[src/ams_pkg.sv]
// Constants for the asynchronous memory access sequencer
package ams_pkg;
   // ==========================================================
   // Widths
   localparam int unsigned CNT_W   = 4;
   localparam int unsigned WADDR_W = 22;
   localparam int unsigned BADDR_W = 2;
   localparam int unsigned DATA_W  = 16;
   localparam int unsigned RADDR_W = 8;
   localparam int unsigned RDATA_W = 32;
   localparam int unsigned ACC_W   = 7;
   // ==========================================================
   // Register byte offsets
   localparam logic [7:0] OFS_RTIM   = 8'h00;
   localparam logic [7:0] OFS_WTIM   = 8'h04;
   localparam logic [7:0] OFS_TURN   = 8'h08;
   localparam logic [7:0] OFS_ADDR   = 8'h0C;
   localparam logic [7:0] OFS_WDATA  = 8'h10;
   localparam logic [7:0] OFS_CMD    = 8'h14;
   localparam logic [7:0] OFS_STATUS = 8'h18;
   localparam logic [7:0] OFS_RDATA  = 8'h1C;
   // ==========================================================
   // Field positions
   localparam int unsigned FLD_SETUP  = 0;
   localparam int unsigned FLD_STROBE = 4;
   localparam int unsigned FLD_HOLD   = 8;
   localparam int unsigned TIM_W      = 12;
   localparam int unsigned FLD_BADDR  = 22;
   localparam int unsigned CMD_READ   = 0;
   localparam int unsigned CMD_WRITE  = 1;
   localparam int unsigned STS_BUSY   = 0;
   localparam int unsigned STS_DONE   = 1;
   localparam int unsigned STS_WRITE  = 2;
   // ==========================================================
   // Reset values
   localparam logic [TIM_W-1:0] RST_TIM  = 12'h000;
   localparam logic [CNT_W-1:0] RST_TURN = 4'h0;
   // Phases above the data of an access
   localparam int unsigned PHASES = 4;
   typedef enum logic [4:0] {
      ST_IDLE   = 5'b00001,
      ST_SETUP  = 5'b00010,
      ST_STROBE = 5'b00100,
      ST_HOLD   = 5'b01000,
      ST_TURN   = 5'b10000
   } ams_state_e;
endpackage

[src/ams_async_mem_seq.sv]
// Sequencer for the external asynchronous memory port
// Operation
// - Phase lengths are whole interface clock periods
// - Read lasts setup+strobe+hold+turnaround+4 cycles
// - Write lasts setup+strobe+hold+turnaround+4 cycles
// - Turnaround gap lasts turnaround count plus one
// - Read address valid setup+1 before OE low
// - Output enable low for read strobe+1
// - Read address held hold+1 after OE high
// - Capture read data at OE rising edge
// - Write address valid setup+1 before WE low
// - Write enable low for write strobe+1
// - Write address held hold+1 after WE high
// - Write data driven setup+1 before WE low
// - Write data kept hold+1 after WE high
//
// The placing of the registers and strobed register access are this design's own decisions.
`timescale 1ns/10ps
`default_nettype none
module ams_async_mem_seq
   import ams_pkg::*;
(
   input  wire logic               core_clk,
   input  wire logic               rst_b,
   input  wire logic [RADDR_W-1:0] reg_addr,
   input  wire logic [RDATA_W-1:0] reg_wdata,
   input  wire logic               reg_wr,
   input  wire logic               reg_rd,
   output logic      [RDATA_W-1:0] reg_rdata,
   output logic                    ext_chip_select_n,
   output logic                    ext_output_enable_n,
   output logic                    ext_write_enable_n,
   output logic      [WADDR_W-1:0] ext_word_address,
   output logic      [BADDR_W-1:0] ext_byte_address,
   input  wire logic [DATA_W-1:0]  ext_data_in,
   output logic      [DATA_W-1:0]  ext_data_out,
   output logic                    ext_data_oe
);
   // ==========================================================
   // Reset release
   logic rst_s1_r;
   logic rst_n;
   always_ff @(posedge core_clk or negedge rst_b) begin
      if (!rst_b) begin
         rst_s1_r <= 1'b0;
         rst_n    <= 1'b0;
      end else begin
         rst_s1_r <= 1'b1;
         rst_n    <= rst_s1_r;
      end
   end
   // ==========================================================
   // Registers
   logic [TIM_W-1:0]         rtim_r, rtim_nxt;
   logic [TIM_W-1:0]         wtim_r, wtim_nxt;
   logic [CNT_W-1:0]         turn_r, turn_nxt;
   logic [WADDR_W+BADDR_W-1:0] addr_r, addr_nxt;
   logic [DATA_W-1:0]        wdat_r, wdat_nxt;
   logic [DATA_W-1:0]        rdat_r, rdat_nxt;
   logic                     done_r, done_nxt;
   logic                     isw_r, isw_nxt;
   logic [RDATA_W-1:0]       rd_r, rd_nxt;
   logic                     go_rd, go_wr, busy, acc_end;
   logic                     cap_vld_r, cap_vld_nxt;
   logic [DATA_W-1:0]        cap_r, cap_nxt;
   ams_state_e               state_r, state_nxt;
   assign busy  = (state_r != ST_IDLE);
   // Timing is locked while busy so the running access stays coherent
   assign go_rd = reg_wr && reg_addr == OFS_CMD && !busy
                  && reg_wdata[CMD_READ];
   assign go_wr = reg_wr && reg_addr == OFS_CMD && !busy
                  && !reg_wdata[CMD_READ] && reg_wdata[CMD_WRITE];
   always_comb begin
      rtim_nxt = rtim_r;
      wtim_nxt = wtim_r;
      turn_nxt = turn_r;
      addr_nxt = addr_r;
      wdat_nxt = wdat_r;
      done_nxt = done_r;
      rdat_nxt = cap_vld_r ? cap_r : rdat_r;
      rd_nxt   = '0;
      if (reg_wr && !busy) begin
         if (reg_addr == OFS_RTIM) begin
            rtim_nxt = reg_wdata[TIM_W-1:0];
         end else if (reg_addr == OFS_WTIM) begin
            wtim_nxt = reg_wdata[TIM_W-1:0];
         end else if (reg_addr == OFS_TURN) begin
            turn_nxt = reg_wdata[CNT_W-1:0];
         end else if (reg_addr == OFS_ADDR) begin
            addr_nxt = reg_wdata[WADDR_W+BADDR_W-1:0];
         end else if (reg_addr == OFS_WDATA) begin
            wdat_nxt = reg_wdata[DATA_W-1:0];
         end
      end
      if (reg_wr && reg_addr == OFS_STATUS && reg_wdata[STS_DONE]) begin
         done_nxt = 1'b0;
      end
      if (acc_end) begin // Completion beats a clear in one cycle
         done_nxt = 1'b1;
      end
      if (reg_rd) begin
         if (reg_addr == OFS_RTIM) begin
            rd_nxt[TIM_W-1:0] = rtim_r;
         end else if (reg_addr == OFS_WTIM) begin
            rd_nxt[TIM_W-1:0] = wtim_r;
         end else if (reg_addr == OFS_TURN) begin
            rd_nxt[CNT_W-1:0] = turn_r;
         end else if (reg_addr == OFS_ADDR) begin
            rd_nxt[WADDR_W+BADDR_W-1:0] = addr_r;
         end else if (reg_addr == OFS_WDATA) begin
            rd_nxt[DATA_W-1:0] = wdat_r;
         end else if (reg_addr == OFS_STATUS) begin
            rd_nxt[STS_BUSY]  = busy;
            rd_nxt[STS_DONE]  = done_r;
            rd_nxt[STS_WRITE] = isw_r;
         end else if (reg_addr == OFS_RDATA) begin
            rd_nxt[DATA_W-1:0] = rdat_r;
         end
      end
   end
   always_ff @(posedge core_clk or negedge rst_n) begin
      if (!rst_n) begin
         rtim_r <= RST_TIM;
         wtim_r <= RST_TIM;
         turn_r <= RST_TURN;
         addr_r <= '0;
         wdat_r <= '0;
         rdat_r <= '0;
         done_r <= 1'b0;
         rd_r   <= '0;
      end else begin
         rtim_r <= rtim_nxt;
         wtim_r <= wtim_nxt;
         turn_r <= turn_nxt;
         addr_r <= addr_nxt;
         wdat_r <= wdat_nxt;
         rdat_r <= rdat_nxt;
         done_r <= done_nxt;
         rd_r   <= rd_nxt;
      end
   end
   assign reg_rdata = rd_r;
   // ==========================================================
   // Access sequencer
   logic [TIM_W-1:0] tim;
   logic [CNT_W-1:0] c_set, c_stb, c_hld, tmr_val;
   logic             tmr_load, tmr_last;
   logic             cs_nxt, oe_nxt, we_nxt, doe_nxt, cs_r, oe_r, we_r, doe_r;
   logic [WADDR_W+BADDR_W-1:0] pa_r, pa_nxt;
   logic [DATA_W-1:0] pd_r, pd_nxt;
   assign tim   = isw_r ? wtim_r : rtim_r;
   assign c_set = tim[FLD_SETUP  +: CNT_W];
   assign c_stb = tim[FLD_STROBE +: CNT_W];
   assign c_hld = tim[FLD_HOLD   +: CNT_W];
   assign acc_end = (state_r == ST_TURN) && tmr_last;
   // Every phase is a whole number of clock periods
   ams_phase_timer u_timer (
      .core_clk (core_clk),
      .rst_n    (rst_n),
      .load     (tmr_load),
      .load_val (tmr_val),
      .last     (tmr_last)
   );
   always_comb begin
      state_nxt   = state_r;
      tmr_load    = 1'b0;
      tmr_val     = '0;
      isw_nxt     = isw_r;
      pa_nxt      = pa_r;
      pd_nxt      = pd_r;
      cap_nxt     = cap_r;
      cap_vld_nxt = 1'b0;
      case (state_r)
         ST_IDLE: begin
            if (go_rd || go_wr) begin
               isw_nxt   = go_wr;
               pa_nxt    = addr_r;
               pd_nxt    = wdat_r;
               state_nxt = ST_SETUP;
               tmr_load  = 1'b1;
               tmr_val   = go_wr ? wtim_r[FLD_SETUP +: CNT_W]
                                 : rtim_r[FLD_SETUP +: CNT_W];
            end
         end
         ST_SETUP: begin
            if (tmr_last) begin
               state_nxt = ST_STROBE;
               tmr_load  = 1'b1;
               tmr_val   = c_stb;
            end
         end
         ST_STROBE: begin
            if (tmr_last) begin
               state_nxt = ST_HOLD;
               tmr_load  = 1'b1;
               tmr_val   = c_hld;
               if (!isw_r) begin
                  // Sampled on the edge where OE goes high
                  cap_nxt     = ext_data_in;
                  cap_vld_nxt = 1'b1;
               end
            end
         end
         ST_HOLD: begin
            if (tmr_last) begin
               state_nxt = ST_TURN;
               tmr_load  = 1'b1;
               tmr_val   = turn_r;
            end
         end
         ST_TURN: begin
            if (tmr_last) begin
               state_nxt = ST_IDLE;
            end
         end
         default: begin
            state_nxt = ST_IDLE;
         end
      endcase
      cs_nxt  = !(state_nxt inside {ST_SETUP, ST_STROBE, ST_HOLD});
      oe_nxt  = !(state_nxt == ST_STROBE && !isw_nxt);
      we_nxt  = !(state_nxt == ST_STROBE && isw_nxt);
      // Bus driven only inside a write, so reads never fight
      doe_nxt = isw_nxt && !cs_nxt;
   end
   always_ff @(posedge core_clk or negedge rst_n) begin
      if (!rst_n) begin
         state_r   <= ST_IDLE;
         isw_r     <= 1'b0;
         pa_r      <= '0;
         pd_r      <= '0;
         cap_r     <= '0;
         cap_vld_r <= 1'b0;
         cs_r      <= 1'b1;
         oe_r      <= 1'b1;
         we_r      <= 1'b1;
         doe_r     <= 1'b0;
      end else begin
         state_r   <= state_nxt;
         isw_r     <= isw_nxt;
         pa_r      <= pa_nxt;
         pd_r      <= pd_nxt;
         cap_r     <= cap_nxt;
         cap_vld_r <= cap_vld_nxt;
         cs_r      <= cs_nxt;
         oe_r      <= oe_nxt;
         we_r      <= we_nxt;
         doe_r     <= doe_nxt;
      end
   end
   assign ext_chip_select_n   = cs_r;
   assign ext_output_enable_n = oe_r;
   assign ext_write_enable_n  = we_r;
   assign ext_word_address    = pa_r[WADDR_W-1:0];
   assign ext_byte_address    = pa_r[FLD_BADDR +: BADDR_W];
   assign ext_data_out        = pd_r;
   assign ext_data_oe         = doe_r;

   // ==========================================================
   // Checks
   logic [ACC_W-1:0] ph_r, acc_r, acc_want;
   always_ff @(posedge core_clk or negedge rst_n) begin
      if (!rst_n) begin
         ph_r  <= '0;
         acc_r <= '0;
      end else begin
         ph_r  <= tmr_load ? '0 : ACC_W'(ph_r + 1'b1);
         acc_r <= (state_r == ST_IDLE) ? '0 : ACC_W'(acc_r + 1'b1);
      end
   end
   assign acc_want = ACC_W'(c_set) + ACC_W'(c_stb) + ACC_W'(c_hld)
                     + ACC_W'(turn_r) + ACC_W'(PHASES - 1);
endmodule // ams_async_mem_seq
`default_nettype wire

[src/ams_phase_timer.sv]
// Down counter that measures one phase of an external access
`timescale 1ns/10ps
`default_nettype none
module ams_phase_timer
   import ams_pkg::*;
(
   input  wire logic             core_clk,
   input  wire logic             rst_n,
   input  wire logic             load,
   input  wire logic [CNT_W-1:0] load_val,
   output logic                  last
);
   logic [CNT_W-1:0] cnt_r;
   logic [CNT_W-1:0] cnt_nxt;

   // ==========================================================
   // Count
   always_comb begin
      cnt_nxt = cnt_r;
      if (load) begin
         cnt_nxt = load_val;
      end else if (cnt_r != '0) begin
         cnt_nxt = cnt_r - 1'b1;
      end
   end

   always_ff @(posedge core_clk or negedge rst_n) begin
      if (!rst_n) begin
         cnt_r <= '0;
      end else begin
         cnt_r <= cnt_nxt;
      end
   end

   // A loaded value N gives N+1 cycles before the next load
   assign last = (cnt_r == '0);
endmodule // ams_phase_timer
`default_nettype wire

[config.mk]
export PLATFORM = sky130hd
export DESIGN_NAME = ams_async_mem_seq
export DESIGN_NICKNAME = d
export VERILOG_FILES = /design/src/ams_pkg.sv /design/src/ams_async_mem_seq.sv /design/src/ams_phase_timer.sv
export SDC_FILE = /design/constraint.sdc
export NUM_CORES = 1
export LEC_CHECK = 0
export BUFFER_PORTS_ARGS = -buffer_cell sky130_fd_sc_hd__buf_2
export CORE_UTILIZATION = 51
export DETAILED_ROUTE_END_ITERATION = 7
export PLACE_DENSITY = 0.76
export SLEW_MARGIN = 20
export SYNTH_ARGS = -nofsm -noshare
export SYNTH_HDL_FRONTEND = slang
export SYNTH_SLANG_ARGS = --single-unit
[constraint.sdc]
create_clock -name core_clk -period 5.6 [get_ports core_clk]
set_clock_uncertainty 0.1 [all_clocks]
set_input_delay 1.12 -clock core_clk [delete_from_list [all_inputs] [get_ports core_clk]]
set_output_delay 1.12 -clock core_clk [all_outputs]
set_load 0.05 [all_outputs]
==> flow_summary.yaml, run 1 <==
yosys:
  synthFlopType: "dfrtp_1"
  netlist_area_um2: 8010
  synth_enable_flop_cells: 0
  synth.yosys.seq_area_share_pct: 56.9
  synth_top_area_share_pct: 55.6
  synth_largest_area_cell: "dfrtp_1"
  yosysWarnings: 0
  synth_seq_cells: 182
  post_synth.cell_area_avg_um2: 13.1
  yosysUniqueCellTypes: 58
  ys_top_cells_by_area: "dfrtp_1, mux2_2, mux2_4"
  ys_async_sr_fraction_pct: 100
  post_synth_inst_count: 611
place:
  post_dp_cell_area_um2: 8720
  io_buffers: 119
  post-dp-hpwl_mm: 12.3
  dp_worst_setup_slack_ns: 1.46
  gpl.final_weighted_congestion: 0.920
clocking:
  clk_latency_worst_skew_pair_ns: 0.42
  max-clock-path-buffers: 2
  cts_hold_buffers: 0
  clock-sinks: 182
  tritoncts.num_buffers: 17
  postCtsResizedCells: 0
  clockRootBuffer: "clkbuf_16"
  cts_max_level: 4
  clkTransAtPathRegs_ns: 0.07
  cts_post_setup_buffers_inserted: 0
  tritoncts: "yes"
detailed_routing:
  drt_drc_violations_left: 0
  drt_pre_antenna_iters: 5
  wire_per_inst_um: 19.0
  drt-initial-drc-count: 374
  vias_per_cell: 5.65
  route.vias.total: 5344
  drt-total-wl_mm: 18.0
  post_detailed_route_count_of_antenna_violating_nets: 0
timing:
  minimum_setup_slack_in_the_final_design_ns: 1.89
  setup_repair_after_global_routing_missed_its_margin: "false"
  achievable-frequency_ghz: 0.269
  layout_worst_path_cycle_share_pct: 66.3
  drv_slew: 0
  finalHoldViolCount: 0
  timing.slew.headroom_pct: 23.2
  final-setup-viol-count: 0
  worst-slew-pin-transition_ns: 1.15
  post-route-min-period_ns: 3.71
  setup-tns-final_ns: 0
  whs_ns: 0.169
finish:
  syn_to_final_growth_pct: 16.6
  layout_commonest_cell: "dfrtp_1"
  finish.net_count: 783
  ratio_of_cells_with_drive_above_1_in_the_final_layout_pct: 42.2
  final_cell_mix: "dfrtp_1, buf_2, mux2_2, nand2_1, nor2_1"
  insertedDiodeCount: 0
  fin_area_um2: 9340
worst_setup_path:
  cp.required_ns: 5.80
  timing.critical_path.to_type: "register"
  critical_path_top_delay_cell: "or3_2"
  path_cells: "buf_2, nand2b_1, or3_4, or3_2, buf_4, mux2_1"
  setup.worst_path.start_class: "input pin"
  worst_ep_arrival_time_ns: 3.92
  crit_fanout: 30
  timing.setup.critical_path_class: "in2reg"
  cp_slowest_stage_delay_ns: 0.75
floorplanning:
  die_y_um: 127
  die_x_um: 127
  number_of_top_level_pins: 136
  placeableCoreArea_um2: 15300
  placement_rows: 45
  initial_utilization_pct: 52.5
  dieArea_um2: 16200
grt:
  first_global_vias: 5368
  grt_use_total_pct: 23.5
  grt_pass1_wl_mm: 29.0
  overflow: 0
  antenna_found_initial: 0
  grt_start_max_net_pins: 95
outcome:
  status: "finished, final reports clean"
power_and_ir_drop:
  power.leakage_uw: 0.00479
  peakVddDrop_v: 0.000231
  power_per_cell_area_nw_per_um2: 301
worst_hold_path:
  timing.hold.worst.class: "reg2async"
flow_run:
  max-cap-violations: 0
[Yosys cell counts (all sizes together) (3+ instances only)]
library cell    n
o21ai          18
nor2           34
dfstp           4
nand2b          4
buf            24
o22ai          19
nand4b          3
dfrtp         178
and2            9
mux2          146
nor4            3
a22oi          14
nand3           3
nor3            9
nand2          41
and3            6
clkbuf         17
nor2b           4
a21oi          11
mux2i          15
inv             7
or3             6
[worst max-delay path: cells and delay by family]
family        cells  cell delay [ns]
buf+inv           2             0.64
mux               1             0.38
simple gates      3             1.75
[path summary, 6_finish.rpt]
check	to	from	slack (ns)	cells past startpoint
max in group asynchronous	addr_r[0]	rst_n	4.40	1
worst min-delay path	pa_r[11]	rst_n	0.17	0
min in group core_clk	rst_n	rst_s1_r	0.26	0
worst max register to register	pa_r[16]	state_r[1]	2.25	5
worst min register to register	pa_r[11]	rst_n	0.17	0
worst max-delay path	pa_r[16]	reg_addr[3]	1.89	6
[per-layer routing]
layer	share of wire (%)	up-vias	global-route usage, %
met2	47	196	36.4
met1	46	2702	32.4
met5	0	-	0
met3	5.1	33	4.82
met4	2.1	0	10.1
li1	-	2413	-
[flip-flops by register name, indices dropped and copies added (netlist names), 4 cells and up]
register	flops
rdat_r	16
wdat_r	16
turn_r	4
reg_rdata	24
pa_r	24
rtim_r	12
addr_r	24
ext_data_out	16
wtim_r	12
state_r	5
u_timer.cnt_r	4
cap_r	16
[power by group]
part	switching, µW	internal, µW
sequential	39.3	1360
combinational	143	92.0
clock	496	681
[cells by family (layout without fill, tap and decap cells)]
kind of cell             after synthesis  in the layout  share of synthesized area (%)
AO/OA/AOI/OAI                         83             83                           7.00
XOR/XNOR                               1              1                          0.109
adder cells (fa/ha/maj)                1              1                          0.156
buffers and inverters                 48            165                           3.23
flip-flops                           182            182                           56.9
multiplexers                         162            162                           24.1
other                                  2              9                         0.0938
AND/OR/NAND/NOR                      132            132                           8.36
[cell type report]
type	count	area, µm²
Clock buffer	21	460
Clock inverter	11	125
Fill cell	1189	5920
Inverter	7	26.3
Multi-Input combinational cell	388	3220
Sequential cell	182	4560
Tap cell	211	264
Timing Repair Buffer	126	681
[per-stage QoR]
| stage | cells | util (%) | power, µW |
|---|---|---|---|
| 2_1_floorplan | 618 | - | 1580 |
| 3_3_place_gp | 913 | 57.2 | 1630 |
| 3_5_place_dp | 913 | 57.2 | 1650 |
| 4_1_cts | 945 | 61.0 | 2820 |
| 5_1_grt | 946 | 61.2 | 2920 |
| 6_report | 946 | 61.2 | 2810 |
(Power assumes the default switching activity.)
==> run 2, diff against run 1 <==
Settings changed: ABC_AREA set to 1, PLACE_DENSITY 0.76 to 0.77.
Clock period 5.6 ns to 3.2 ns, I/O delays scaled along.
==> flow_summary.yaml, run 2 <==
place:
  post-dp-hpwl_mm: 12.8
  gpl.final_weighted_congestion: 0.888
  io_buffers: 119
  dp.cells: 1188
yosys:
  synth_commonest_cells: "nand2_1, dfrtp_1, o21ai_0"
  post_synth_inst_count: 909
  netlist_area_um2: 7870
  ys_async_sr_fraction_pct: 100
  synth_enable_flop_cells: 0
  synthFlopType: "dfrtp_1"
  synth_largest_area_cell: "dfrtp_1"
  synth.yosys.seq_area_share_pct: 57.9
  synth_seq_cells: 182
  yosysUniqueCellTypes: 39
  post_synth.cell_area_avg_um2: 8.66
  dominant_cell_by_count_in_the_synthesized_netlist: "nand2_1"
  yosysWarnings: 0
  ys_top_cells_by_area: "dfrtp_1, nand2_1, o21ai_0"
  synth_top_area_share_pct: 56.6
power_and_ir_drop:
  swShare_pct: 26.7
  power_per_cell_area_nw_per_um2: 540
  p_int_uw: 3640
  switching_power_uw: 1320
  share_comb_of_total_power_pct: 8.3
  seqPwrFrac_pct: 49.3
  power.leakage_uw: 0.00482
  report.power.total_uw: 4960
  peakVddDrop_v: 0.000391
  clock_power_share_pct: 42.4
grt:
  grt_pass1_wl_mm: 30.0
  grt_start_max_net_pins: 62
  grt_use_total_pct: 24.6
  first_global_vias: 5857
  overflow: 0
  antenna_found_initial: 0
clocking:
  max-clock-path-buffers: 2
  clock-sinks: 182
  clkTransAtPathRegs_ns: 0.07
  tritoncts.num_buffers: 17
  postCtsResizedCells: 0
  cts_post_setup_buffers_inserted: 0
  clk_latency_worst_skew_pair_ns: 0.44
  tritoncts: "yes"
  clockRootBuffer: "clkbuf_16"
  cts_max_level: 4
floorplanning:
  dieArea_um2: 15900
  initial_utilization_pct: 52.0
  die_x_um: 126
  die_y_um: 126
  number_of_top_level_pins: 136
  placeableCoreArea_um2: 15100
  placement_rows: 45
detailed_routing:
  drt_drc_violations_left: 2
  drt-total-wl_mm: 18.3
  drt_pre_antenna_iters: 8
  drt-initial-drc-count: 609
  route.vias.total: 6390
  wire_per_inst_um: 15.0
  vias_per_cell: 5.23
  post_detailed_route_count_of_antenna_violating_nets: 0
flow_run:
  max-cap-violations: 0
worst_setup_path:
  timing.setup.critical_path_class: "reg2reg"
  number_of_cell_instances_on_the_worst_register_to_register_path: 8
  crit_fanout: 48
  cp.required_ns: 3.38
  reg_to_reg_endpoint: "addr_r[13]"
  ff2ff_setup_slack_ns: 0.85
  timing.critical_path.to_type: "register"
  worst_ep_arrival_time_ns: 2.54
  r2r_start: "state_r[0]"
  setup.worst_path.start_class: "register"
timing:
  finalHoldViolCount: 0
  worst-slew-pin-transition_ns: 0.873
  setup-tns-final_ns: 0
  layout_worst_path_cycle_share_pct: 73.5
  timing.slew.headroom_pct: 41.6
  achievable-frequency_ghz: 0.425
  setup_repair_after_global_routing_missed_its_margin: "false"
  final-setup-viol-count: 0
  drv_slew: 0
  post-route-min-period_ns: 2.35
outcome:
  status: "finished with violations"
  violations_in_the_final_reports: "DRC"
finish:
  syn_to_final_growth_pct: 16.7
  final_cell_mix: "nand2_1, dfrtp_1, buf_2, o21ai_0, inv_1"
  finish.net_count: 1081
  layout_commonest_cell: "nand2_1"
  final_instance_count_excl_fillers: 1221
  n_fill_cell: 1293
  insertedDiodeCount: 0
  ratio_of_cells_with_drive_above_1_in_the_final_layout_pct: 18.6
worst_hold_path:
  timing.hold.worst_path_depth: 0
  holdPathEnd: "rst_n"
  worst_hold_startpoint: "rst_s1_r"
  timing.hold.worst.class: "reg2reg"
==> run 2: power by group through the flow <==
stage          clock network, µW  logic [µW]  registers (µW)
2_1_floorplan                  0         258            2520
3_3_place_gp                   0         403            2490
3_5_place_dp                   0         413            2490
4_1_cts                     2120         416            2450
5_1_grt                     2220         469            2460
6_report                    2100         411            2450
==> run 2: kinds of logic (layout without fill, tap and decap cells) <==
group,after synthesis,after routing,synth area share [%]
DFF,182,182,57.9
xor gates and xnor gates,2,2,0.223
muxes,6,6,0.859
buffers and inverters,143,260,7.92
adders and majority gates,1,1,0.159
AOI/OAI and AO/OA,175,175,11.5
and+or+nand+nor,398,398,21.3
other,2,9,0.0954
==> run 2: what timing repair did <==
item	in CTS	in global routing
endpoints found under the setup margin	0	0
hold endpoints to repair	2	0
hold buffers	1	0
==> run 2: layer usage <==
layer	up-vias	wire, µm	track usage, %
met5	-	0	0
met4	0	373	9.00
met3	30	1080	4.16
met2	247	8650	39.3
met1	3012	8190	33.9
li1	3101	-	-
==> run 2: how the worst max path moves through the flow <==
stage	cells after the start	startpoint	slack [ns]	endpoint
5_1_grt	8	u_timer.cnt_r[0]	0.65	cap_r[10]
4_1_cts	8	state_r[0]	0.87	addr_r[15]
3_5_place_dp	8	reg_addr[2]	0.65	addr_r[15]
6_report	8	state_r[0]	0.85	addr_r[13]
2_1_floorplan	0	rst_n	0.1	addr_r[0]
3_3_place_gp	8	reg_addr[7]	0.66	reg_rdata[11]
==> run 2: worst max-delay path, stage by stage (launching register included) <==
cell     delay (ns)
dfstp_2        0.55
inv_1          0.05
nor2_1         0.10
nand3_2        0.11
nor2_2         0.18
buf_4          0.24
nand2_2        0.52
nand2_1        0.23
o21ai_0        0.11
==> run 2: final cells by class <==
cell class              count  area (µm²)  share of cell area [%]
clock inverters            14         166                    1.81
well taps                 188         235                    2.56
repair buffers            130         693                    7.55
multi-input cells         591        2710                    29.5
flip-flops and latches    182        4560                    49.7
clock buffers              18         439                    4.78
inverters                  98         373                    4.06
==> run 2: stage by stage <==
step / utilization (%) / setup WS [ns] / hold WS [ns] / instance area (µm²)
after CTS: 60.6 / 0.868 / 0.251 / 9180
after global routing: 60.6 / 0.649 / 0.254 / 9180
final: 60.6 / 0.847 / 0.248 / 9180
after floorplan: - / 0.0994 / 0.231 / 7900
after global placement: 56.6 / 0.658 / 0.236 / 8570
after detailed placement: 56.6 / 0.653 / 0.236 / 8570
